File: src/hdl/nad_pkg.sv
package nad_pkg;

    localparam int ACC_W = 4;
    localparam int PTR_W = 6;
    localparam int REG_SEL_W = 2;
    localparam int DIG_SEL_W = 4;
    localparam int PC_W = 10;
    localparam int OPC_W = 8;
    localparam int BUS_AW = 8;
    localparam int BUS_DW = 32;

    localparam logic [7:0] OPC_ADD_WITH_CARRY_SKIP = 8'h30;
    localparam logic [7:0] OPC_ADD_RAM = 8'h31;
    localparam logic [7:0] OPC_ADD_TEN_DECIMAL = 8'h4a;
    localparam logic [3:0] OPC_ADD_IMMEDIATE_HI = 4'h5;
    localparam logic [7:0] OPC_COMPLEMENT_ADD_CARRY_SKIP = 8'h10;
    localparam logic [7:0] OPC_CLEAR_ACCUMULATOR = 8'h00;
    localparam logic [7:0] OPC_ONES_COMPLEMENT = 8'h40;
    localparam logic [7:0] OPC_NO_OPERATION = 8'h44;
    localparam logic [7:0] OPC_CLEAR_CARRY_FLAG = 8'h32;
    localparam logic [7:0] OPC_SET_CARRY = 8'h22;
    localparam logic [7:0] OPC_EXCLUSIVE_OR = 8'h02;
    localparam logic [3:0] TEN_VALUE = 4'ha;

    // Register byte offsets on the bus
    localparam logic [7:0] OFS_CONTROL = 8'h00;
    localparam logic [7:0] OFS_INSTR = 8'h04;
    localparam logic [7:0] OFS_STATUS = 8'h08;
    localparam logic [7:0] OFS_POINTER = 8'h0c;
    localparam logic [7:0] OFS_PC = 8'h10;
    localparam logic [7:0] OFS_STACK_TOP = 8'h14;
    localparam logic [7:0] OFS_STACK_MID = 8'h18;
    localparam logic [7:0] OFS_STACK_BOT = 8'h1c;
    localparam logic [7:0] OFS_SHIFT_COUNT = 8'h20;
    localparam logic [7:0] OFS_PARALLEL_OUT = 8'h24;
    localparam logic [7:0] OFS_GENERAL_OUT = 8'h28;
    localparam logic [7:0] OFS_DATA_OUT = 8'h2c;
    localparam logic [7:0] OFS_RAM_WINDOW = 8'h40;

    localparam int STAT_ACC_LSB = 0;
    localparam int STAT_CARRY_BIT = 4;
    localparam int STAT_SKIP_BIT = 5;
    localparam int STAT_LATCH_LSB = 6;
    localparam int CTRL_SHIFT_MODE_BIT = 0;
    localparam int CTRL_RESET_BIT = 1;

    localparam logic [3:0] ACC_RST = 4'h0;
    localparam logic [31:0] RD_UNMAPPED = 32'h0000_0000;

    typedef struct packed {
        logic cyc;
        logic stb;
        logic we;
        logic [3:0] sel;
        logic [7:0] adr;
        logic [31:0] dat;
    } nad_wb_req_t;

    typedef struct packed {
        logic ack;
        logic [31:0] dat;
    } nad_wb_rsp_t;

    typedef struct packed {
        logic [3:0] acc;
        logic carry;
        logic skip;
        logic acc_we;
        logic carry_we;
    } nad_alu_res_t;

endpackage : nad_pkg

File: src/hdl/nad_alu.sv
`timescale 1ns/1ns
module nad_alu (
    input wire logic [7:0] opcode,
    input wire logic [3:0] acc,
    input wire logic carry,
    input wire logic [3:0] mem_nibble,
    output nad_pkg::nad_alu_res_t res
);

    function automatic logic [4:0] add3(input logic [3:0] x, input logic [3:0] y, input logic cin);
        add3 = {1'b0, x} + {1'b0, y} + {4'h0, cin};
    endfunction : add3

    logic [4:0] sum;

    always_comb
    begin
        sum = 5'h00;
        res = '{acc: acc, carry: carry, skip: 1'b0, acc_we: 1'b0, carry_we: 1'b0};
        if (opcode[7:4] == nad_pkg::OPC_ADD_IMMEDIATE_HI)
        begin
            // Zero immediate is not a valid form; treated as a plain no-op add
            sum = add3(acc, opcode[3:0], 1'b0);
            res.acc = sum[3:0];
            res.acc_we = 1'b1;
            res.skip = sum[4] && (opcode[3:0] != 4'h0);
        end
        else
        begin
            case (opcode)
                nad_pkg::OPC_ADD_WITH_CARRY_SKIP:
                begin
                    sum = add3(acc, mem_nibble, carry);
                    res = '{acc: sum[3:0], carry: sum[4], skip: sum[4], acc_we: 1'b1, carry_we: 1'b1};
                end
                nad_pkg::OPC_COMPLEMENT_ADD_CARRY_SKIP:
                begin
                    sum = add3(~acc, mem_nibble, carry);
                    res = '{acc: sum[3:0], carry: sum[4], skip: sum[4], acc_we: 1'b1, carry_we: 1'b1};
                end
                nad_pkg::OPC_ADD_RAM:
                begin
                    sum = add3(acc, mem_nibble, 1'b0);
                    res.acc = sum[3:0];
                    res.acc_we = 1'b1;
                end
                nad_pkg::OPC_ADD_TEN_DECIMAL:
                begin
                    sum = add3(acc, nad_pkg::TEN_VALUE, 1'b0);
                    res.acc = sum[3:0];
                    res.acc_we = 1'b1;
                end
                nad_pkg::OPC_ONES_COMPLEMENT:
                begin
                    res.acc = ~acc;
                    res.acc_we = 1'b1;
                end
                nad_pkg::OPC_EXCLUSIVE_OR:
                begin
                    res.acc = acc ^ mem_nibble;
                    res.acc_we = 1'b1;
                end
                nad_pkg::OPC_CLEAR_ACCUMULATOR:
                begin
                    res.acc = nad_pkg::ACC_RST;
                    res.acc_we = 1'b1;
                end
                nad_pkg::OPC_CLEAR_CARRY_FLAG:
                begin
                    res.carry = 1'b0;
                    res.carry_we = 1'b1;
                end
                nad_pkg::OPC_SET_CARRY:
                begin
                    res.carry = 1'b1;
                    res.carry_we = 1'b1;
                end
                nad_pkg::OPC_NO_OPERATION:
                begin
                    res.acc_we = 1'b0;
                end
                default:
                begin
                    res.acc_we = 1'b0;
                end
            endcase
        end
    end

endmodule : nad_alu

File: src/hdl/nad_ram.sv
`timescale 1ns/1ns
module nad_ram #(
    parameter int REGS = 4,
    parameter int DIGITS = 16
) (
    input wire logic mclk,
    input wire logic rst_b,
    input wire logic [1:0] rd_reg_sel,
    input wire logic [3:0] rd_dig_sel,
    output logic [3:0] rd_nibble,
    input wire logic wr_en,
    input wire logic [1:0] wr_reg_sel,
    input wire logic [3:0] wr_dig_sel,
    input wire logic [3:0] wr_nibble
);

    logic [3:0] mem_ff [REGS*DIGITS];

    function automatic int idx(input logic [1:0] r, input logic [3:0] d);
        idx = int'(r) * DIGITS + int'(d);
    endfunction : idx

    // Register select picks the row, digit select the nibble
    assign rd_nibble = mem_ff[idx(rd_reg_sel, rd_dig_sel)];

    always_ff @(posedge mclk or negedge rst_b)
    begin
        if (!rst_b)
        begin
            for (int i = 0; i < REGS*DIGITS; i++)
                mem_ff[i] <= 4'h0;
        end
        else if (wr_en)
        begin
            mem_ff[idx(wr_reg_sel, wr_dig_sel)] <= wr_nibble;
        end
    end

endmodule : nad_ram

File: src/hdl/nad_top.sv
`timescale 1ns/1ns
// Summary of operation
// - 0x30 adds A, carry and RAM nibble; carry out to C; skip on carry.
// - 0x5y adds immediate y to A, carry untouched, skip on carry; y=0 invalid.
// - 0x10 adds inverted A, RAM nibble and carry; carry to C; skip on carry.
// - 0x40 inverts A; carry unchanged; never skips.
// - 0x02 XORs A with RAM nibble; carry unchanged; no skip.
// - A 6-bit RAM pointer selects the memory operand.
// - Pointer upper 2 bits select one of four RAM registers.
// - Pointer lower 4 bits select one of sixteen digits.
// - Memory operand is the 4-bit word chosen by the full pointer.
// - A 10-bit program counter addresses ROM 0 to 1023.
// - Three 10-bit return registers form a three-level stack.
// - A 4-bit register works as shift register or binary counter.
// - A 4-bit data output port is driven from a register.
// - Two 1-bit latches follow input lines 3 and 0.
// - Immediate field is 4 bits, values 0 to 15.
// - Register select field is 2 bits, values 0 to 3.
// - ROM address field is 10 bits, values 0 to 1023.
// - Digit select field is 4 bits, values 0 to 15.
module nad_top #(
    parameter int RAM_REGS = 4,
    parameter int RAM_DIGITS = 16
) (
    input wire logic mclk,
    input wire logic rst_b,
    input wire logic wb_cyc_i,
    input wire logic wb_stb_i,
    input wire logic wb_we_i,
    input wire logic [3:0] wb_sel_i,
    input wire logic [7:0] wb_adr_i,
    input wire logic [31:0] wb_dat_i,
    output logic [31:0] wb_dat_o,
    output logic wb_ack_o,
    input wire logic [3:0] in_port,
    output logic [7:0] parallel_out,
    output logic [3:0] general_out,
    output logic [3:0] data_out,
    output logic [9:0] pc_out
);

    nad_pkg::nad_wb_req_t req;
    nad_pkg::nad_alu_res_t alu_res;

    logic [3:0] acc_ff;
    logic carry_ff;
    logic skip_ff;
    logic [5:0] ptr_ff;
    logic [9:0] pc_ff;
    logic [9:0] stack_top_ff;
    logic [9:0] stack_mid_ff;
    logic [9:0] stack_bot_ff;
    logic [3:0] shift_count_ff;
    logic shift_mode_ff;
    logic [7:0] parallel_ff;
    logic [3:0] general_ff;
    logic [3:0] data_ff;
    logic [3:0] in_meta_ff;
    logic [3:0] in_sync_ff;
    logic [1:0] latch_ff;
    logic ack_ff;
    logic [31:0] rdata_ff;
    logic [3:0] mem_nibble;
    logic [3:0] ram_wr_nibble;
    logic [31:0] nxt_rdata;
    logic bus_go;
    logic wr_go;
    logic exec_go;
    logic do_exec;
    logic ram_wr_go;

    function automatic logic [31:0] merge(input logic [31:0] old, input logic [31:0] wd, input logic [3:0] sel);
        for (int b = 0; b < 4; b++)
            merge[b*8 +: 8] = sel[b] ? wd[b*8 +: 8] : old[b*8 +: 8];
    endfunction : merge

    // Narrow registers take the byte merge of their low ten bits
    function automatic logic [9:0] merge10(input logic [9:0] old, input logic [31:0] wd, input logic [3:0] sel);
        logic [31:0] m;
        m = merge({22'h00_0000, old}, wd, sel);
        merge10 = m[9:0];
    endfunction : merge10

    function automatic logic hit(input logic [7:0] adr, input logic [7:0] ofs);
        hit = (adr == ofs);
    endfunction : hit

    assign req = '{cyc: wb_cyc_i, stb: wb_stb_i, we: wb_we_i, sel: wb_sel_i, adr: wb_adr_i, dat: wb_dat_i};
    // Single answer per request; ack drops the cycle after it rose
    assign bus_go = req.cyc && req.stb && !ack_ff;
    assign wr_go = bus_go && req.we;
    assign exec_go = wr_go && hit(req.adr, nad_pkg::OFS_INSTR) && req.sel[0];
    assign do_exec = exec_go && !skip_ff;
    // Nine-bit compare: window end lies past the 8-bit reach, so the top RAM row is not writable
    assign ram_wr_go = wr_go && (req.adr >= nad_pkg::OFS_RAM_WINDOW)
        && ({1'b0, req.adr} < 9'(nad_pkg::OFS_RAM_WINDOW) + 9'(4 * RAM_REGS * RAM_DIGITS)) && req.sel[0];
    assign ram_wr_nibble = req.dat[3:0];

    // Operand comes from the full pointer: register field high, digit field low
    nad_ram #(
        .REGS(RAM_REGS),
        .DIGITS(RAM_DIGITS)
    ) u_ram (
        .mclk(mclk),
        .rst_b(rst_b),
        .rd_reg_sel(ptr_ff[5:4]),
        .rd_dig_sel(ptr_ff[3:0]),
        .rd_nibble(mem_nibble),
        .wr_en(ram_wr_go),
        .wr_reg_sel(req.adr[7:6] - 2'h1),
        .wr_dig_sel(req.adr[5:2]),
        .wr_nibble(ram_wr_nibble)
    );

    nad_alu u_alu (
        .opcode(req.dat[7:0]),
        .acc(acc_ff),
        .carry(carry_ff),
        .mem_nibble(mem_nibble),
        .res(alu_res)
    );

    always_ff @(posedge mclk or negedge rst_b)
    begin
        if (!rst_b)
            acc_ff <= nad_pkg::ACC_RST;
        else if (do_exec && alu_res.acc_we)
            acc_ff <= alu_res.acc;
    end

    always_ff @(posedge mclk or negedge rst_b)
    begin
        if (!rst_b)
            carry_ff <= 1'b0;
        else if (do_exec && alu_res.carry_we)
            carry_ff <= alu_res.carry;
    end

    // Skipped instruction clears the pending skip and leaves A and C unchanged
    always_ff @(posedge mclk or negedge rst_b)
    begin
        if (!rst_b)
            skip_ff <= 1'b0;
        else if (exec_go)
            skip_ff <= do_exec && alu_res.skip;
    end

    always_ff @(posedge mclk or negedge rst_b)
    begin
        if (!rst_b)
            ptr_ff <= 6'h00;
        else if (wr_go && hit(req.adr, nad_pkg::OFS_POINTER) && req.sel[0])
            ptr_ff <= req.dat[5:0];
    end

    // Each fetched instruction word advances the counter, skipped or not
    always_ff @(posedge mclk or negedge rst_b)
    begin
        if (!rst_b)
            pc_ff <= 10'h000;
        else if (exec_go)
            pc_ff <= pc_ff + 10'h001;
        else if (wr_go && hit(req.adr, nad_pkg::OFS_PC))
            pc_ff <= merge10(pc_ff, req.dat, req.sel);
    end

    always_ff @(posedge mclk or negedge rst_b)
    begin
        if (!rst_b)
        begin
            stack_top_ff <= 10'h000;
            stack_mid_ff <= 10'h000;
            stack_bot_ff <= 10'h000;
        end
        else if (wr_go)
        begin
            if (hit(req.adr, nad_pkg::OFS_STACK_TOP))
                stack_top_ff <= merge10(stack_top_ff, req.dat, req.sel);
            if (hit(req.adr, nad_pkg::OFS_STACK_MID))
                stack_mid_ff <= merge10(stack_mid_ff, req.dat, req.sel);
            if (hit(req.adr, nad_pkg::OFS_STACK_BOT))
                stack_bot_ff <= merge10(stack_bot_ff, req.dat, req.sel);
        end
    end

    always_ff @(posedge mclk or negedge rst_b)
    begin
        if (!rst_b)
            shift_mode_ff <= 1'b0;
        else if (wr_go && hit(req.adr, nad_pkg::OFS_CONTROL) && req.sel[0])
            shift_mode_ff <= req.dat[nad_pkg::CTRL_SHIFT_MODE_BIT];
    end

    // Counter mode counts in-port bit 0 rising events; shift mode shifts in bit 0
    logic in0_prev_ff;
    always_ff @(posedge mclk or negedge rst_b)
    begin
        if (!rst_b)
            in0_prev_ff <= 1'b0;
        else
            in0_prev_ff <= in_sync_ff[0];
    end

    always_ff @(posedge mclk or negedge rst_b)
    begin
        if (!rst_b)
            shift_count_ff <= 4'h0;
        else if (wr_go && hit(req.adr, nad_pkg::OFS_SHIFT_COUNT) && req.sel[0])
            shift_count_ff <= req.dat[3:0];
        else if (shift_mode_ff)
            shift_count_ff <= {shift_count_ff[2:0], in_sync_ff[0]};
        else if (in_sync_ff[0] && !in0_prev_ff)
            shift_count_ff <= shift_count_ff + 4'h1;
    end

    always_ff @(posedge mclk or negedge rst_b)
    begin
        if (!rst_b)
        begin
            parallel_ff <= 8'h00;
            general_ff <= 4'h0;
            data_ff <= 4'h0;
        end
        else if (wr_go)
        begin
            if (hit(req.adr, nad_pkg::OFS_PARALLEL_OUT) && req.sel[0])
                parallel_ff <= req.dat[7:0];
            if (hit(req.adr, nad_pkg::OFS_GENERAL_OUT) && req.sel[0])
                general_ff <= req.dat[3:0];
            if (hit(req.adr, nad_pkg::OFS_DATA_OUT) && req.sel[0])
                data_ff <= req.dat[3:0];
        end
    end

    // Pins pass two flops before use
    always_ff @(posedge mclk or negedge rst_b)
    begin
        if (!rst_b)
        begin
            in_meta_ff <= 4'h0;
            in_sync_ff <= 4'h0;
        end
        else
        begin
            in_meta_ff <= in_port;
            in_sync_ff <= in_meta_ff;
        end
    end

    // Latches set while a line is high; reading status does not clear, a write of ones does
    always_ff @(posedge mclk or negedge rst_b)
    begin
        if (!rst_b)
            latch_ff <= 2'b00;
        else
        begin
            for (int i = 0; i < 2; i++)
            begin
                if (in_sync_ff[i*3])
                    latch_ff[i] <= 1'b1;
                else if (wr_go && hit(req.adr, nad_pkg::OFS_STATUS) && req.sel[0]
                         && req.dat[nad_pkg::STAT_LATCH_LSB + i])
                    latch_ff[i] <= 1'b0;
            end
        end
    end

    always_comb
    begin
        nxt_rdata = nad_pkg::RD_UNMAPPED;
        case (req.adr)
            nad_pkg::OFS_CONTROL:
                nxt_rdata[nad_pkg::CTRL_SHIFT_MODE_BIT] = shift_mode_ff;
            nad_pkg::OFS_STATUS:
            begin
                nxt_rdata[nad_pkg::STAT_ACC_LSB +: 4] = acc_ff;
                nxt_rdata[nad_pkg::STAT_CARRY_BIT] = carry_ff;
                nxt_rdata[nad_pkg::STAT_SKIP_BIT] = skip_ff;
                nxt_rdata[nad_pkg::STAT_LATCH_LSB +: 2] = latch_ff;
            end
            nad_pkg::OFS_POINTER: nxt_rdata[5:0] = ptr_ff;
            nad_pkg::OFS_PC: nxt_rdata[9:0] = pc_ff;
            nad_pkg::OFS_STACK_TOP: nxt_rdata[9:0] = stack_top_ff;
            nad_pkg::OFS_STACK_MID: nxt_rdata[9:0] = stack_mid_ff;
            nad_pkg::OFS_STACK_BOT: nxt_rdata[9:0] = stack_bot_ff;
            nad_pkg::OFS_SHIFT_COUNT: nxt_rdata[3:0] = shift_count_ff;
            nad_pkg::OFS_PARALLEL_OUT: nxt_rdata[7:0] = parallel_ff;
            nad_pkg::OFS_GENERAL_OUT: nxt_rdata[3:0] = general_ff;
            nad_pkg::OFS_DATA_OUT: nxt_rdata[3:0] = data_ff;
            default:
                nxt_rdata = nad_pkg::RD_UNMAPPED;
        endcase
    end

    always_ff @(posedge mclk or negedge rst_b)
    begin
        if (!rst_b)
        begin
            ack_ff <= 1'b0;
            rdata_ff <= nad_pkg::RD_UNMAPPED;
        end
        else
        begin
            ack_ff <= bus_go;
            if (bus_go && !req.we)
                rdata_ff <= nxt_rdata;
        end
    end

    assign wb_ack_o = ack_ff;
    assign wb_dat_o = rdata_ff;
    assign parallel_out = parallel_ff;
    assign general_out = general_ff;
    assign data_out = data_ff;
    assign pc_out = pc_ff;

endmodule : nad_top
File: config.mk
export PLATFORM = sky130hd
export DESIGN_NAME = nad_top
export DESIGN_NICKNAME = d
export VERILOG_FILES = /design/src/hdl/nad_pkg.sv /design/src/hdl/nad_alu.sv /design/src/hdl/nad_ram.sv /design/src/hdl/nad_top.sv
export SDC_FILE = /design/constraint.sdc
export NUM_CORES = 1
export LEC_CHECK = 0
export ABC_AREA = 1
export BUFFER_PORTS_ARGS = -buffer_cell sky130_fd_sc_hd__buf_2
export CAP_MARGIN = 20
export CORE_MARGIN = 4
export CORE_UTILIZATION = 27
export DETAILED_ROUTE_END_ITERATION = 7
export GPL_ROUTABILITY_DRIVEN = 0
export PLACE_DENSITY = 0.51
export SLEW_MARGIN = 15
export SYNTH_ARGS = -nofsm -noshare
export SYNTH_HDL_FRONTEND = slang
export SYNTH_SLANG_ARGS = --single-unit
export TNS_END_PERCENT = 1
File: constraint.sdc
create_clock -name mclk -period 3.97 [get_ports mclk]
set_input_delay 0.5955 -clock mclk [delete_from_list [all_inputs] [get_ports mclk]]
set_output_delay 0.5955 -clock mclk [all_outputs]
set_load 0.1 [all_outputs]
==> results.py <==
metrics = {
    "synthesis": {
        "yosys_warnings": 0,
        "synthCells": 2140,
        "synth_seq_area_share": 0.515,
        "yosys-top-cells-area": "dfrtp_1 52%, nand2_1 17%, o21ai_0 8.1%",
        "synthDistinctLibCells": 40,
        "synth_area_mm2": 0.0169,
        "ys_ff_latch": 347,
        "yosys.area.top_type": "dfrtp_1",
        "netlist.area_leader.share": 0.515,
        "syn_area_per_cell_um2": 7.88,
    },
    "pwr": {
        "p_leak_nw": 8.81,
        "ir_drop_mv": 0.313,
        "p_per_area_mw_per_mm2": 414,
    },
    "timing": {
        "fin_crit_ns": 3.43,
        "fmax_mhz": 291,
        "skew_ns": 0.0136,
        "tns_ns": 0,
        "relSlewSlack": 0.312,
        "hold_violations": 0,
        "fin_crit_sh": 0.865,
        "final_max_slew_viol_count": 0,
        "setup_viol_count_final": 0,
        "tightestPinTransition_ns": 1.03,
        "grt_setup_unrepaired": "no",
    },
    "clock_network": {
        "cts_made_buffers": 41,
        "clkSlewWorstSetupHoldPaths_ns": 0.06,
        "ctsResizeCount": 0,
        "cts_setup_buffers": 0,
        "clk_latency_ns": 0.55,
        "htreeDepth": 2,
        "clkSinkCount": 347,
        "cts_buffer_depth": 3,
        "root_buffer": "clkbuf_16",
        "hold_buffers": 0,
        "cts_tree": "yes",
    },
    "floorplanning": {
        "die_h_um": 258,
        "start_util": 0.273,
        "row_count": 91,
        "dieArea_mm2": 0.0665,
        "core_area_mm2": 0.0617,
        "chipWidth_um": 258,
        "io_pins": 112,
    },
    "drt": {
        "vias_per_cell": 4.75,
        "ant_nets": 0,
        "firstDrtPassIters": 5,
        "drtIter0Drc": 1261,
        "wl_met3_um": 2820,
        "routed_wl_um": 48900,
        "vias": 14200,
        "wl_per_cell_um": 16.4,
        "top_layer_used": "met4",
        "drc": 0,
        "m1WireLength_um": 22400,
        "wl_met2_um": 22600,
    },
    "critical_path": {
        "worstPathRequired_ns": 4.41,
        "start_kind": "register",
        "crit_path_end_kind": "register",
        "worst_ep_arrival_time_ns": 3.88,
        "crit_type": "reg -> reg",
        "cp_max_fo": 66,
    },
    "global_route": {
        "grt_pass1_vias": 13700,
        "antenna_found_initial": 0,
        "grt_pass1_wl_um": 78300,
        "grt_max_degree": 105,
        "grt_usage": 0.146,
        "grt.overflow.total": 0,
    },
    "finish": {
        "drive_gt1_frac": 0.0964,
        "n_antenna_cell": 0,
        "final_area_mm2": 0.0193,
        "finalCoreUtilization": 0.313,
        "nets": 2193,
        "synthToLayoutAreaGrowth_pct": 14.5,
    },
    "run_status": {
        "status": "complete, no violations",
    },
    "min_path": {
        "hold_path_class": "in -> async",
    },
    "placement": {
        "portBuffers": 63,
        "dp_hpwl_um": 31400,
        "placed_cell_area_mm2": 0.0179,
    },
    "run": {
        "maxCapViolations": 0,
    },
}
-- layout by cell type (no fill, tap or decap), types with 2 or more instances in the layout --
cell and count:
fa_1 4, nor2_4 7, xor2_1 4, clkinv_2 8
inv_1 69, clkbuf_8 8, buf_2 62, nand3b_1 2
xnor2_1 2, o21ai_0 273, buf_4 26, bufinv_16 3
conb_1 22, clkinvlp_4 2, a21oi_1 28, buf_12 11
nand4_1 41, inv_2 12, o21ai_1 18, nand3_1 260
dfrtp_1 345, clkbuf_1 4, nor2_2 2, o211ai_1 12
nor2_1 63, ha_1 16, clkbuf_16 43, nor3_2 6
nor3_4 4, nor3_1 4, clkinv_1 2, o22ai_1 3
nand2_1 763
-- registers in the layout (all words and copies together), names as in the netlist, 6 cells and up --
signal,cells
ptr_ff,6
stack_top_ff,10
u_ram.mem_ff,256
wb_dat_o,10
stack_mid_ff,10
pc_out,10
stack_bot_ff,10
parallel_out,8
-- kinds of logic after synthesis --
logic type,after synthesis,share of synthesized area
DFF,347,0.515
other,1,0.000222
xor gates and xnor gates,6,0.00312
AOI/OAI and AO/OA,341,0.105
buffers and inverters,268,0.0663
and+or+nand+nor,1157,0.294
adders and majority gates,20,0.0166
-- cell type report --
cell class,instances,area [um2]
Inverter,84,317
Fill cell,6640,42400
Timing Repair Buffer,100,741
Multi-Input combinational cell,1546,7140
Sequential cell,347,8690
Tap cell,837,1050
Clock buffer,55,1200
Clock inverter,15,169
-- routing by layer --
metal | up-vias | global-route usage
met5 | - | 0
met4 | 0 | 0.0387
met3 | 62 | 0.0228
met2 | 410 | 0.235
met1 | 6796 | 0.205
li1 | 6919 | -
-- cell usage after synthesis, drive strengths merged --
master	n
o2111ai	1
o22ai	3
and2	1
nor2	72
o21ai	292
nand3	261
nand4	41
a21oi	29
a31oi	1
xor2	4
ha	16
o221ai	1
a21boi	1
xnor2	2
buf	52
nand3b	2
a22oi	1
conb	1
nor3	14
clkinv	1
nand2	765
inv	83
o211ai	12
or2	1
clkbuf	132
dfrtp	347
fa	4
-- stage by stage --
stage	worst slack, ns	power, mW	hold WS (ns)	cells
after floorplan	0.991	4.03	0.300	2161
after global placement	0.561	4.22	0.339	2914
after detailed placement	0.576	4.24	0.351	2914
after CTS	0.559	8.11	0.125	2984
after global routing	0.260	8.32	0.138	2984
final	0.536	7.99	0.109	2984
-- worst max-delay path, cell delays in order, from the launching register on --
cell	delay [ns]
dfrtp_4	0.51
buf_12	0.21
nand2_1	0.10
nand3_1	0.09
nand3_1	0.14
nand2_1	0.12
nand2_1	0.08
nand2_1	0.08
o211ai_1	0.30
nand2_1	0.15
ha_1	0.44
inv_1	0.13
a21oi_1	0.23
nand3_1	0.18
nand3_1	0.12
nand2_1	0.10
nand3_1	0.10
nand2_1	0.06
nand3_1	0.07
nand2_1	0.05
-- worst paths after layout --
check / from / to / slack [ns] / cells after the start
min in group mclk: in_port[0] / in_meta_ff[0]$_DFF_PN0_ / 0.16 / 1
min: rst_b / acc_ff[2]$_DFFE_PN0P_ / 0.11 / 1
max: ptr_ff[0]$_DFFE_PN0P_ / skip_ff$_DFFE_PN0P_ / 0.54 / 19
min reg2reg: in_meta_ff[0]$_DFF_PN0_ / in_sync_ff[0]$_DFF_PN0_ / 0.36 / 0
max in group asynchronous: rst_b / u_ram.mem_ff[240]$_DFFE_PN0P_ / 2.93 / 2
max reg2reg: ptr_ff[0]$_DFFE_PN0P_ / skip_ff$_DFFE_PN0P_ / 0.54 / 19
-- power breakdown --
group	switching, mW	leakage (nW)	internal [mW]	total (mW)
registers	0.0393	4.77	3.60	3.64
logic	0.426	3.36	0.108	0.534
clock network	1.51	0.677	2.31	3.82
total	1.97	8.81	6.02	7.99
Power figures use the tool's default switching activity.
